File: config.mk
export PLATFORM = sky130hd
export DESIGN_NAME = pdnsc_top
export DESIGN_NICKNAME = d
export VERILOG_FILES = /design/src/pdnsc_pkg.sv /design/src/pdnsc_sync_edge.sv /design/src/pdnsc_top.sv
export SDC_FILE = /design/constraint.sdc
export NUM_CORES = 1
export LEC_CHECK = 0
export ABC_AREA = 0
export BUFFER_PORTS_ARGS = -buffer_cell sky130_fd_sc_hd__buf_4
export CAP_MARGIN = 20
export CORE_MARGIN = 2
export CORE_UTILIZATION = 40
export DETAILED_ROUTE_END_ITERATION = 8
export PLACE_DENSITY = 0.6
export SLEW_MARGIN = 10
export SYNTH_ARGS = -nofsm -noshare
export SYNTH_HDL_FRONTEND = slang
export SYNTH_HIERARCHICAL = 1
export SYNTH_SLANG_ARGS = --single-unit
export TNS_END_PERCENT = 20
File: constraint.sdc
create_clock -name pclk -period 8.94 [get_ports pclk]
set_clock_uncertainty 0.05 [all_clocks]
set_input_delay 2.235 -clock pclk [delete_from_list [all_inputs] [get_ports pclk]]
set_output_delay 2.235 -clock pclk [all_outputs]
set_load 0.05 [all_outputs]
File: src/pdnsc_pkg.sv
// constants shared by the divider steering, stepping and spread control
//------------------------------------------------------------------------
//------------------------------------------------------------------------
package pdnsc_pkg;
    localparam int FB_W      = 42;
    localparam int FRAC_W    = 40;
    localparam int INC_W     = 24;
    localparam int INC_SHIFT = 7;
    localparam int STEP_W    = 32;
    localparam int CNT_W     = 16;
    localparam int NUM_GPIO  = 4;
    localparam int SRC_W     = 3;
    localparam int ADDR_W    = 8;

    // register byte offsets
    localparam logic [ADDR_W-1:0] OFS_CTRL   = 8'h00;
    localparam logic [ADDR_W-1:0] OFS_TRIG   = 8'h04;
    localparam logic [ADDR_W-1:0] OFS_STATUS = 8'h08;
    localparam logic [ADDR_W-1:0] OFS_STEP   = 8'h0c;
    localparam logic [ADDR_W-1:0] OFS_RAMP   = 8'h10;
    localparam logic [ADDR_W-1:0] OFS_FB_LO  = 8'h14;
    localparam logic [ADDR_W-1:0] OFS_FB_HI  = 8'h18;
    localparam logic [ADDR_W-1:0] OFS_FR_LO  = 8'h1c;
    localparam logic [ADDR_W-1:0] OFS_FR_HI  = 8'h20;

    // control register fields
    localparam int CTL_USE_FRAC  = 0;
    localparam int CTL_INCDEC_EN = 1;
    localparam int CTL_SPREAD_EN = 2;
    localparam int CTL_DOWN_SEL  = 3;
    localparam int CTL_RD_CUR    = 4;
    localparam int CTL_SPR_SRC   = 8;
    localparam int CTL_INC_SRC   = 12;
    localparam int CTL_DEC_SRC   = 16;

    // trigger and status fields
    localparam int TRG_INC     = 0;
    localparam int TRG_DEC     = 1;
    localparam int STS_LOCKED  = 0;
    localparam int STS_SPREAD  = 1;
    localparam int STS_RAMP_UP = 2;

    // reset values
    localparam logic [FB_W-1:0]   RST_NOM_FB   = 42'h000_0000_0000;
    localparam logic [FRAC_W-1:0] RST_NOM_FRAC = 40'h00_0000_0000;
    localparam logic [STEP_W-1:0] RST_STEP     = 32'h0000_0000;
    localparam logic [CNT_W-1:0]  RST_RAMP     = 16'h0000;
endpackage

File: src/pdnsc_sync_edge.sv
// two-flop synchroniser with level output and either-edge toggle detect
`timescale 1ns/1ps
`default_nettype none
module pdnsc_sync_edge #(
    parameter int W = 1
) (
    // clock and reset
    input  wire logic         clk,
    input  wire logic         rst_n,
    // asynchronous inputs
    input  wire logic [W-1:0] din,
    // synchronised outputs
    output logic      [W-1:0] level,
    output logic      [W-1:0] toggle
);
    logic [W-1:0] meta;
    logic [W-1:0] prev;
    logic [W-1:0] next_toggle;

    // first stage feeds only the second stage
    always_comb begin
        next_toggle = level ^ prev;
    end

    always_ff @(posedge clk or negedge rst_n) begin
        if (!rst_n) begin
            meta   <= '0;
            level  <= '0;
            prev   <= '0;
            toggle <= '0;
        end else begin
            meta   <= din;
            level  <= meta;
            prev   <= level;
            toggle <= next_toggle;
        end
    end
endmodule
`default_nettype wire

File: src/pdnsc_top.sv
// pll divider steering, trigger stepping and spread modulation with apb
//
// Local design decisions: the register addresses and the APB slave port.
`timescale 1ns/1ps
`default_nettype none
module pdnsc_top
    import pdnsc_pkg::*;
(
    // clock and reset
    input  wire logic              pclk,
    input  wire logic              presetn,
    // apb slave
    input  wire logic              psel,
    input  wire logic              penable,
    input  wire logic              pwrite,
    input  wire logic [ADDR_W-1:0] paddr,
    input  wire logic [31:0]       pwdata,
    output logic      [31:0]       prdata,
    output logic                   pready,
    output logic                   pslverr,
    // pll side
    input  wire logic              pll_locked_flag,
    input  wire logic              ref_tick,
    input  wire logic [NUM_GPIO-1:0] gpio,
    // divider outputs and spread status
    output logic      [FB_W-1:0]   fb_divider,
    output logic      [FRAC_W-1:0] frac_divider,
    output logic                   spread_active
);
    //--------------------------------------------------------------------
    // input synchronisers
    //--------------------------------------------------------------------
    logic [NUM_GPIO:0] sync_level;
    logic [NUM_GPIO:0] sync_tog;
    logic              locked;
    logic              lock_rise;

    pdnsc_sync_edge #(.W(NUM_GPIO + 1)) u_sync (
        .clk    (pclk),
        .rst_n  (presetn),
        .din    ({gpio, pll_locked_flag}),
        .level  (sync_level),
        .toggle (sync_tog)
    );

    assign locked    = sync_level[0];
    assign lock_rise = sync_level[0] & sync_tog[0];

    //--------------------------------------------------------------------
    // register state
    //--------------------------------------------------------------------
    logic              use_frac_divider_select;
    logic              inc_dec_enable;
    logic              spread_enable;
    logic              down_spread_select;
    logic              readback_current_select;
    logic [SRC_W-1:0]  spread_source_select;
    logic [SRC_W-1:0]  increment_source_select;
    logic [SRC_W-1:0]  decrement_source_select;
    logic [1:0]        sw_trig;
    logic [1:0]        sw_trig_prev;
    logic [STEP_W-1:0] step_size_value;
    logic [CNT_W-1:0]  ramp_cycle_count;
    logic [FB_W-1:0]   nominal_fb_divider;
    logic [FRAC_W-1:0] nominal_frac_out_divider;
    logic [31:0]       fb_lo_shadow;
    logic [31:0]       fr_lo_shadow;
    logic [FB_W:0]     spread_offset;
    logic [CNT_W:0]    phase_cnt;
    logic [1:0]        quarter;

    logic              next_use_frac, next_incdec, next_spr_en, next_down;
    logic              next_rd_cur;
    logic [SRC_W-1:0]  next_spr_src, next_inc_src, next_dec_src;
    logic [1:0]        next_sw_trig;
    logic [STEP_W-1:0] next_step;
    logic [CNT_W-1:0]  next_ramp;
    logic [FB_W-1:0]   next_nom_fb;
    logic [FRAC_W-1:0] next_nom_frac;
    logic [31:0]       next_fb_lo_shadow, next_fr_lo_shadow;
    logic [31:0]       next_prdata;
    logic              next_pready, next_pslverr;

    //--------------------------------------------------------------------
    // apb decode and register writes
    //--------------------------------------------------------------------
    logic        setup_phase;
    logic        access_wr;
    logic        addr_hit;
    logic        wr_fb_hi;
    logic        wr_fr_hi;
    logic [31:0] rd_value;
    logic [FB_W-1:0] fb_readback;

    assign setup_phase = psel & ~penable;
    assign access_wr   = psel & penable & pready & pwrite & ~pslverr;
    assign wr_fb_hi    = access_wr & (paddr == OFS_FB_HI);
    assign wr_fr_hi    = access_wr & (paddr == OFS_FR_HI);

    assign fb_readback = readback_current_select ? fb_divider
                                                 : nominal_fb_divider;

    always_comb begin
        addr_hit = 1'b1;
        rd_value = 32'h0000_0000;
        unique case (paddr)
            OFS_CTRL: begin
                rd_value[CTL_USE_FRAC]  = use_frac_divider_select;
                rd_value[CTL_INCDEC_EN] = inc_dec_enable;
                rd_value[CTL_SPREAD_EN] = spread_enable;
                rd_value[CTL_DOWN_SEL]  = down_spread_select;
                rd_value[CTL_RD_CUR]    = readback_current_select;
                rd_value[CTL_SPR_SRC +: SRC_W] = spread_source_select;
                rd_value[CTL_INC_SRC +: SRC_W] = increment_source_select;
                rd_value[CTL_DEC_SRC +: SRC_W] = decrement_source_select;
            end
            OFS_TRIG:   rd_value[1:0] = sw_trig;
            OFS_STATUS: begin
                rd_value[STS_LOCKED]  = locked;
                rd_value[STS_SPREAD]  = spread_active;
                rd_value[STS_RAMP_UP] = down_spread_select ? quarter[0]
                    : (quarter == 2'd0) | (quarter == 2'd3);
            end
            OFS_STEP:  rd_value = step_size_value;
            OFS_RAMP:  rd_value[CNT_W-1:0] = ramp_cycle_count;
            OFS_FB_LO: rd_value = fb_readback[31:0];
            OFS_FB_HI: rd_value[FB_W-33:0] = fb_readback[FB_W-1:32];
            OFS_FR_LO: rd_value = nominal_frac_out_divider[31:0];
            OFS_FR_HI: begin
                rd_value[FRAC_W-33:0] = nominal_frac_out_divider[FRAC_W-1:32];
            end
            default:   addr_hit = 1'b0;
        endcase
    end

    always_comb begin
        next_pready  = setup_phase;
        next_pslverr = setup_phase & ~addr_hit;
        next_prdata  = (setup_phase & ~pwrite) ? rd_value : 32'h0000_0000;
        next_use_frac     = use_frac_divider_select;
        next_incdec       = inc_dec_enable;
        next_spr_en       = spread_enable;
        next_down         = down_spread_select;
        next_rd_cur       = readback_current_select;
        next_spr_src      = spread_source_select;
        next_inc_src      = increment_source_select;
        next_dec_src      = decrement_source_select;
        next_sw_trig      = sw_trig;
        next_step         = step_size_value;
        next_ramp         = ramp_cycle_count;
        next_nom_fb       = nominal_fb_divider;
        next_nom_frac     = nominal_frac_out_divider;
        next_fb_lo_shadow = fb_lo_shadow;
        next_fr_lo_shadow = fr_lo_shadow;
        if (access_wr) begin
            unique case (paddr)
                OFS_CTRL: begin
                    next_use_frac = pwdata[CTL_USE_FRAC];
                    next_incdec   = pwdata[CTL_INCDEC_EN];
                    next_spr_en   = pwdata[CTL_SPREAD_EN];
                    next_down     = pwdata[CTL_DOWN_SEL];
                    next_rd_cur   = pwdata[CTL_RD_CUR];
                    next_spr_src  = pwdata[CTL_SPR_SRC +: SRC_W];
                    next_inc_src  = pwdata[CTL_INC_SRC +: SRC_W];
                    next_dec_src  = pwdata[CTL_DEC_SRC +: SRC_W];
                end
                OFS_TRIG:  next_sw_trig = pwdata[1:0];
                OFS_STEP:  next_step    = pwdata;
                OFS_RAMP:  next_ramp    = pwdata[CNT_W-1:0];
                // low word is staged so the divider changes in one step
                OFS_FB_LO: next_fb_lo_shadow = pwdata;
                OFS_FB_HI: next_nom_fb = {pwdata[FB_W-33:0], fb_lo_shadow};
                OFS_FR_LO: next_fr_lo_shadow = pwdata;
                OFS_FR_HI: begin
                    next_nom_frac = {pwdata[FRAC_W-33:0], fr_lo_shadow};
                end
                default: ;
            endcase
        end
    end

    //--------------------------------------------------------------------
    // trigger selection
    //--------------------------------------------------------------------
    // source 0 is the software trigger bit, 1..4 pick a gpio
    logic [NUM_GPIO:0] inc_edges, dec_edges;
    logic              inc_edge, dec_edge;
    logic              spread_req;

    assign inc_edges = {sync_tog[NUM_GPIO:1], sw_trig[TRG_INC]
                        ^ sw_trig_prev[TRG_INC]};
    assign dec_edges = {sync_tog[NUM_GPIO:1], sw_trig[TRG_DEC]
                        ^ sw_trig_prev[TRG_DEC]};
    assign inc_edge  = (increment_source_select <= SRC_W'(NUM_GPIO))
                     & inc_edges[increment_source_select];
    assign dec_edge  = (decrement_source_select <= SRC_W'(NUM_GPIO))
                     & dec_edges[decrement_source_select];

    assign spread_req = (spread_source_select == '0) ? spread_enable
        : (spread_source_select <= SRC_W'(NUM_GPIO))
          & sync_level[spread_source_select];

    //--------------------------------------------------------------------
    // divider steering, stepping and spread
    //--------------------------------------------------------------------
    logic            step_mode;
    logic            spread_on;
    logic            ramp_up;
    logic            quarter_end;
    logic [FB_W-1:0] step_amt;
    logic [FB_W:0]   spread_step;
    logic [FB_W-1:0] next_fb;
    logic [FRAC_W-1:0] next_frac;
    logic [FB_W:0]   next_offset;
    logic [CNT_W:0]  next_phase;
    logic [1:0]      next_quarter;

    // stepping wins if software enables both modes
    assign step_mode = ~use_frac_divider_select & inc_dec_enable;
    assign spread_on = spread_req & ~use_frac_divider_select
                     & ~inc_dec_enable & locked;
    assign step_amt  = {{(FB_W-INC_W-INC_SHIFT){1'b0}},
                        step_size_value[INC_W-1:0], {INC_SHIFT{1'b0}}};
    assign spread_step = {{(FB_W+1-STEP_W){1'b0}}, step_size_value};
    // center: up, down, down, up; down spread: down, up
    assign ramp_up   = down_spread_select ? quarter[0]
                     : (quarter == 2'd0) | (quarter == 2'd3);
    assign quarter_end = phase_cnt == ({1'b0, ramp_cycle_count}
                                       + (CNT_W+1)'(1));

    always_comb begin
        next_offset  = spread_offset;
        next_phase   = phase_cnt;
        next_quarter = quarter;
        if (!spread_on) begin
            next_offset  = '0;
            next_phase   = '0;
            next_quarter = 2'd0;
        end else if (ref_tick) begin
            next_offset = ramp_up ? spread_offset + spread_step
                                  : spread_offset - spread_step;
            if (quarter_end) begin
                next_phase   = '0;
                next_quarter = down_spread_select ? {1'b0, ~quarter[0]}
                                                  : quarter + 2'd1;
            end else begin
                next_phase = phase_cnt + (CNT_W+1)'(1);
            end
        end
    end

    always_comb begin
        next_frac = next_nom_frac;
        next_fb   = fb_divider;
        if (lock_rise) begin
            next_fb = next_nom_fb;
        end else if (spread_on) begin
            next_fb = next_nom_fb + next_offset[FB_W-1:0];
        end else if (step_mode) begin
            // a divider left mid-ramp by spread must not seed the steps
            if (wr_fb_hi || spread_active) begin
                next_fb = next_nom_fb;
            end else if (locked) begin
                next_fb = fb_divider + (inc_edge ? step_amt : '0)
                                     - (dec_edge ? step_amt : '0);
            end
        end else begin
            next_fb = next_nom_fb;
        end
    end

    //--------------------------------------------------------------------
    // registers
    //--------------------------------------------------------------------
    always_ff @(posedge pclk or negedge presetn) begin
        if (!presetn) begin
            prdata                   <= 32'h0000_0000;
            pready                   <= 1'b0;
            pslverr                  <= 1'b0;
            use_frac_divider_select  <= 1'b0;
            inc_dec_enable           <= 1'b0;
            spread_enable            <= 1'b0;
            down_spread_select       <= 1'b0;
            readback_current_select  <= 1'b0;
            spread_source_select     <= '0;
            increment_source_select  <= '0;
            decrement_source_select  <= '0;
            sw_trig                  <= 2'h0;
            sw_trig_prev             <= 2'h0;
            step_size_value          <= RST_STEP;
            ramp_cycle_count         <= RST_RAMP;
            nominal_fb_divider       <= RST_NOM_FB;
            nominal_frac_out_divider <= RST_NOM_FRAC;
            fb_lo_shadow             <= 32'h0000_0000;
            fr_lo_shadow             <= 32'h0000_0000;
            spread_offset            <= '0;
            phase_cnt                <= '0;
            quarter                  <= 2'd0;
            fb_divider               <= RST_NOM_FB;
            frac_divider             <= RST_NOM_FRAC;
            spread_active            <= 1'b0;
        end else begin
            prdata                   <= next_prdata;
            pready                   <= next_pready;
            pslverr                  <= next_pslverr;
            use_frac_divider_select  <= next_use_frac;
            inc_dec_enable           <= next_incdec;
            spread_enable            <= next_spr_en;
            down_spread_select       <= next_down;
            readback_current_select  <= next_rd_cur;
            spread_source_select     <= next_spr_src;
            increment_source_select  <= next_inc_src;
            decrement_source_select  <= next_dec_src;
            sw_trig                  <= next_sw_trig;
            sw_trig_prev             <= sw_trig;
            step_size_value          <= next_step;
            ramp_cycle_count         <= next_ramp;
            nominal_fb_divider       <= next_nom_fb;
            nominal_frac_out_divider <= next_nom_frac;
            fb_lo_shadow             <= next_fb_lo_shadow;
            fr_lo_shadow             <= next_fr_lo_shadow;
            spread_offset            <= next_offset;
            phase_cnt                <= next_phase;
            quarter                  <= next_quarter;
            fb_divider               <= next_fb;
            frac_divider             <= next_frac;
            spread_active            <= spread_on;
        end
    end
endmodule
`default_nettype wire

==> impl_metrics.ini <==
[worst_setup_path]
required_ps = 9420
cp-end-kind = flip-flop
path_max_fanout = 7
slowest_stage = dfrtp_1
reg2reg_slack_ps = 1470
r2r_end = fb_divider[41]$_DFFE_PN0P_
reg2reg_depth = 31
timing_worst_setup_path_type = flip-flop to flip-flop
crit_arrival_ps = 7950
r2r-start = step_size_value[4]$_DFFE_PN0P_
slowest_delay_ps = 520
cp_common_cell = a21o_1
start_kind = flip-flop

[cells_and_area]
diodes = 0
drive_above_1_share_pct = 20.9
fin_area_sq_um = 28000
area_growth_pct = 15.0
ff_latch_area_sq_um = 9260
fill_cells = 5615
fin_nets = 2801
multi_input_area_sq_um = 14200

[timing]
fin_crit_sh_pct = 83.6
fin_crit_ps = 7470
finalHoldViolations = 0
worst_pin_slew_ps = 1050
maxSlewHeadroom_pct = 29.9
rsz0062_at_grt = no
slew_violations = 0
final-setup-viol-count = 0
fmax_mhz = 134
post-route-worst-setup-slack_ps = 1470
tns_ps = 0

[yosys]
synth_nets = 2674
synth_cells = 2471
postSynthAreaPerCell_sq_um = 9.85
synth_cell_types = 95
yosys.area.top_type = dfrtp_1
synth_area_sq_um = 24300
ys_seq_area_share_pct = 38.0
yosys_most_used_dff = dfrtp_1
synth_commonest_cells = dfrtp_1 (370), mux2_2 (231), a21oi_1 (177)
post-synth-top-count-cell = dfrtp_1
synth_area_leaders = dfrtp_1 (38%), mux2_2 (11%), ha_1 (6.5%)
synthArstFlopShare_pct = 100
netlist.area_leader.share_pct = 38.0
ys_warn_count = 6
synth_edf_count = 0
synth-seq-cells = 370

[clock_network]
cts_buffers = 44
cts-resized-gates = 0
cts_tree = built
cts_root_buf = clkbuf_16
clock_sink_count = 370
clk_latency_ps = 610
path_clk_slew_ps = 60
post-cts-setup-buffers = 0
htreeDepth = 2
clk_path_buf_depth = 3
ctsHoldBuffers = 0

[placed_design]
post-place-ws_ps = 1200
dp.final_hpwl_mm = 64.9
place.gp.congestion = 0.943
io_buffers = 167
place_area_sq_um = 26500

[power_and_ir_drop]
leakage_nw = 13.5
p_per_area_nw_per_um2 = 139
intPower_mw = 2.93
seqPwrFrac_pct = 43.7
vdd_drop_max_mv = 0.125
p_sw_share_pct = 24.8
pwr-share-comb_pct = 6.9
clkPwrFrac_pct = 49.4
p_switching_uw = 967

[floorplanning]
ios = 168
core_area_sq_um = 60200
fp-row-count = 90
die_h_microns = 251
dieWidth_microns = 251
start_util_pct = 40.4
die_area_sq_um = 62800

[routing]
antenna_left = 0
wl_per_cell_microns = 25.3
via_count = 20600
drt_iter0_drc = 1735
wl_mm = 86.3
avgViaCountPerCell = 6.04
drc = 0
firstDrtPassIters = 7

[outcome]
status = finished clean

[global_route]
antenna_found_initial = 3
grt_usage_pct = 27.3
grt_pass1_wl_mm = 130
grt-ovfl-total = 0
grt_max_degree = 154
grt_pass1_vias = 20100

[hold_path]
hold_path.class = flip-flop to flip-flop
hold_depth = 0
whs_endpoint = u_sync/level[0]$_DFF_PN0_
hold_start = u_sync/meta[0]$_DFF_PN0_

[flow_run]
cap_violations = 0
## how the worst max path moves through the flow
stage / start / to / slack (ps) / cells after the start
3_3_place_gp: paddr[5] / fb_divider[38]$_DFFE_PN0P_ / 1250 / 20
5_1_grt: step_size_value[4]$_DFFE_PN0P_ / fb_divider[41]$_DFFE_PN0P_ / 730 / 31
6_report: step_size_value[4]$_DFFE_PN0P_ / fb_divider[41]$_DFFE_PN0P_ / 1470 / 31
3_5_place_dp: paddr[5] / fb_divider[38]$_DFFE_PN0P_ / 1200 / 20
4_1_cts: step_size_value[4]$_DFFE_PN0P_ / fb_divider[41]$_DFFE_PN0P_ / 1490 / 31
2_1_floorplan: paddr[5] / fb_divider[38]$_DFFE_PN0P_ / 2210 / 21
## metrics by stage
| stage | cells | util, % | power (mW) | hold WS [ps] |
|---|---|---|---|---|
| 4_1_cts | 3410 | 46.4 | 3.93 | 298 |
| 3_3_place_gp | 3334 | 43.9 | 1.99 | 284 |
| 2_1_floorplan | 2471 | - | 1.87 | 281 |
| 5_1_grt | 3410 | 46.4 | 4.01 | 319 |
| 6_report | 3410 | 46.4 | 3.89 | 296 |
| 3_5_place_dp | 3334 | 43.9 | 2.00 | 285 |
## worst max-delay path, delay by kind of cell (launching register included)
family                     cells  cell delay [ps]
xor gates and xnor gates       4              600
AOI/OAI and AO/OA             18             4150
DFF                            1              520
adders and majority gates      2              660
and+or+nand+nor                6             1300
muxes                          1               80
## state kept, by name, indices dropped and copies added, names as in the netlist, 16 cells and up
signal / flops
fb_divider: 42
fb_lo_shadow: 32
fr_lo_shadow: 32
nominal_fb_divider: 42
nominal_frac_out_divider: 40
phase_cnt: 17
prdata: 32
ramp_cycle_count: 16
spread_offset: 42
step_size_value: 32
## cells in the final DEF (no fill, tap or decap), types with 20 or more instances in the layout
| cell | instances |
|---|---|
| dfrtp_1 | 369 |
| mux2_2 | 231 |
| buf_4 | 192 |
| a21oi_1 | 177 |
| nand2_1 | 153 |
| nor2_1 | 152 |
| inv_1 | 139 |
| ha_1 | 126 |
| xnor2_1 | 109 |
| a21o_1 | 81 |
| o21ai_0 | 76 |
| xor2_1 | 60 |
| mux2i_1 | 56 |
| o21ai_1 | 44 |
| clkbuf_16 | 44 |
| nor2b_1 | 42 |
| nand3_1 | 34 |
| and3_1 | 30 |
| a222oi_1 | 30 |
| a31oi_1 | 27 |
| o22ai_1 | 27 |
| fa_1 | 26 |
| o21a_1 | 22 |
| a22oi_1 | 22 |
| nand2b_1 | 21 |
| o21bai_1 | 21 |
| nor3_1 | 20 |
## layout make-up
cell class | count | share of cell area [%]
clock inverters | 17 | 1.08
inverters | 140 | 1.88
clock buffers | 59 | 4.39
repair buffers | 196 | 5.42
flip-flops and latches | 370 | 33.1
multi-input cells | 1846 | 50.6
well taps | 782 | 3.50
## power groups by stage
stage | registers, mW | logic (mW) | clock network (mW)
after floorplan | 1.73 | 0.134 | 0
after global placement | 1.73 | 0.265 | 0
after detailed placement | 1.73 | 0.268 | 0
after CTS | 1.70 | 0.269 | 1.96
after global routing | 1.70 | 0.293 | 2.02
final | 1.70 | 0.270 | 1.92
## kinds of logic after synthesis
| kind of cell | after synthesis | share of synthesized area (%) |
|---|---|---|
| fa+ha+maj | 152 | 8.61 |
| buf+inv | 255 | 4.04 |
| simple gates | 570 | 11.9 |
| mux | 288 | 13.1 |
| xor+xnor | 170 | 6.12 |
| compound gates | 666 | 18.2 |
| flops | 370 | 38.0 |
## metal layers
metal  share of wire, %  global-route usage (%)
met3                7.2                    3.96
met1                 46                    40.1
met2                 44                    42.0
met5                  0                       0
met4                2.5                    6.88
No activity file was read; power rests on OpenSTA's default activity.
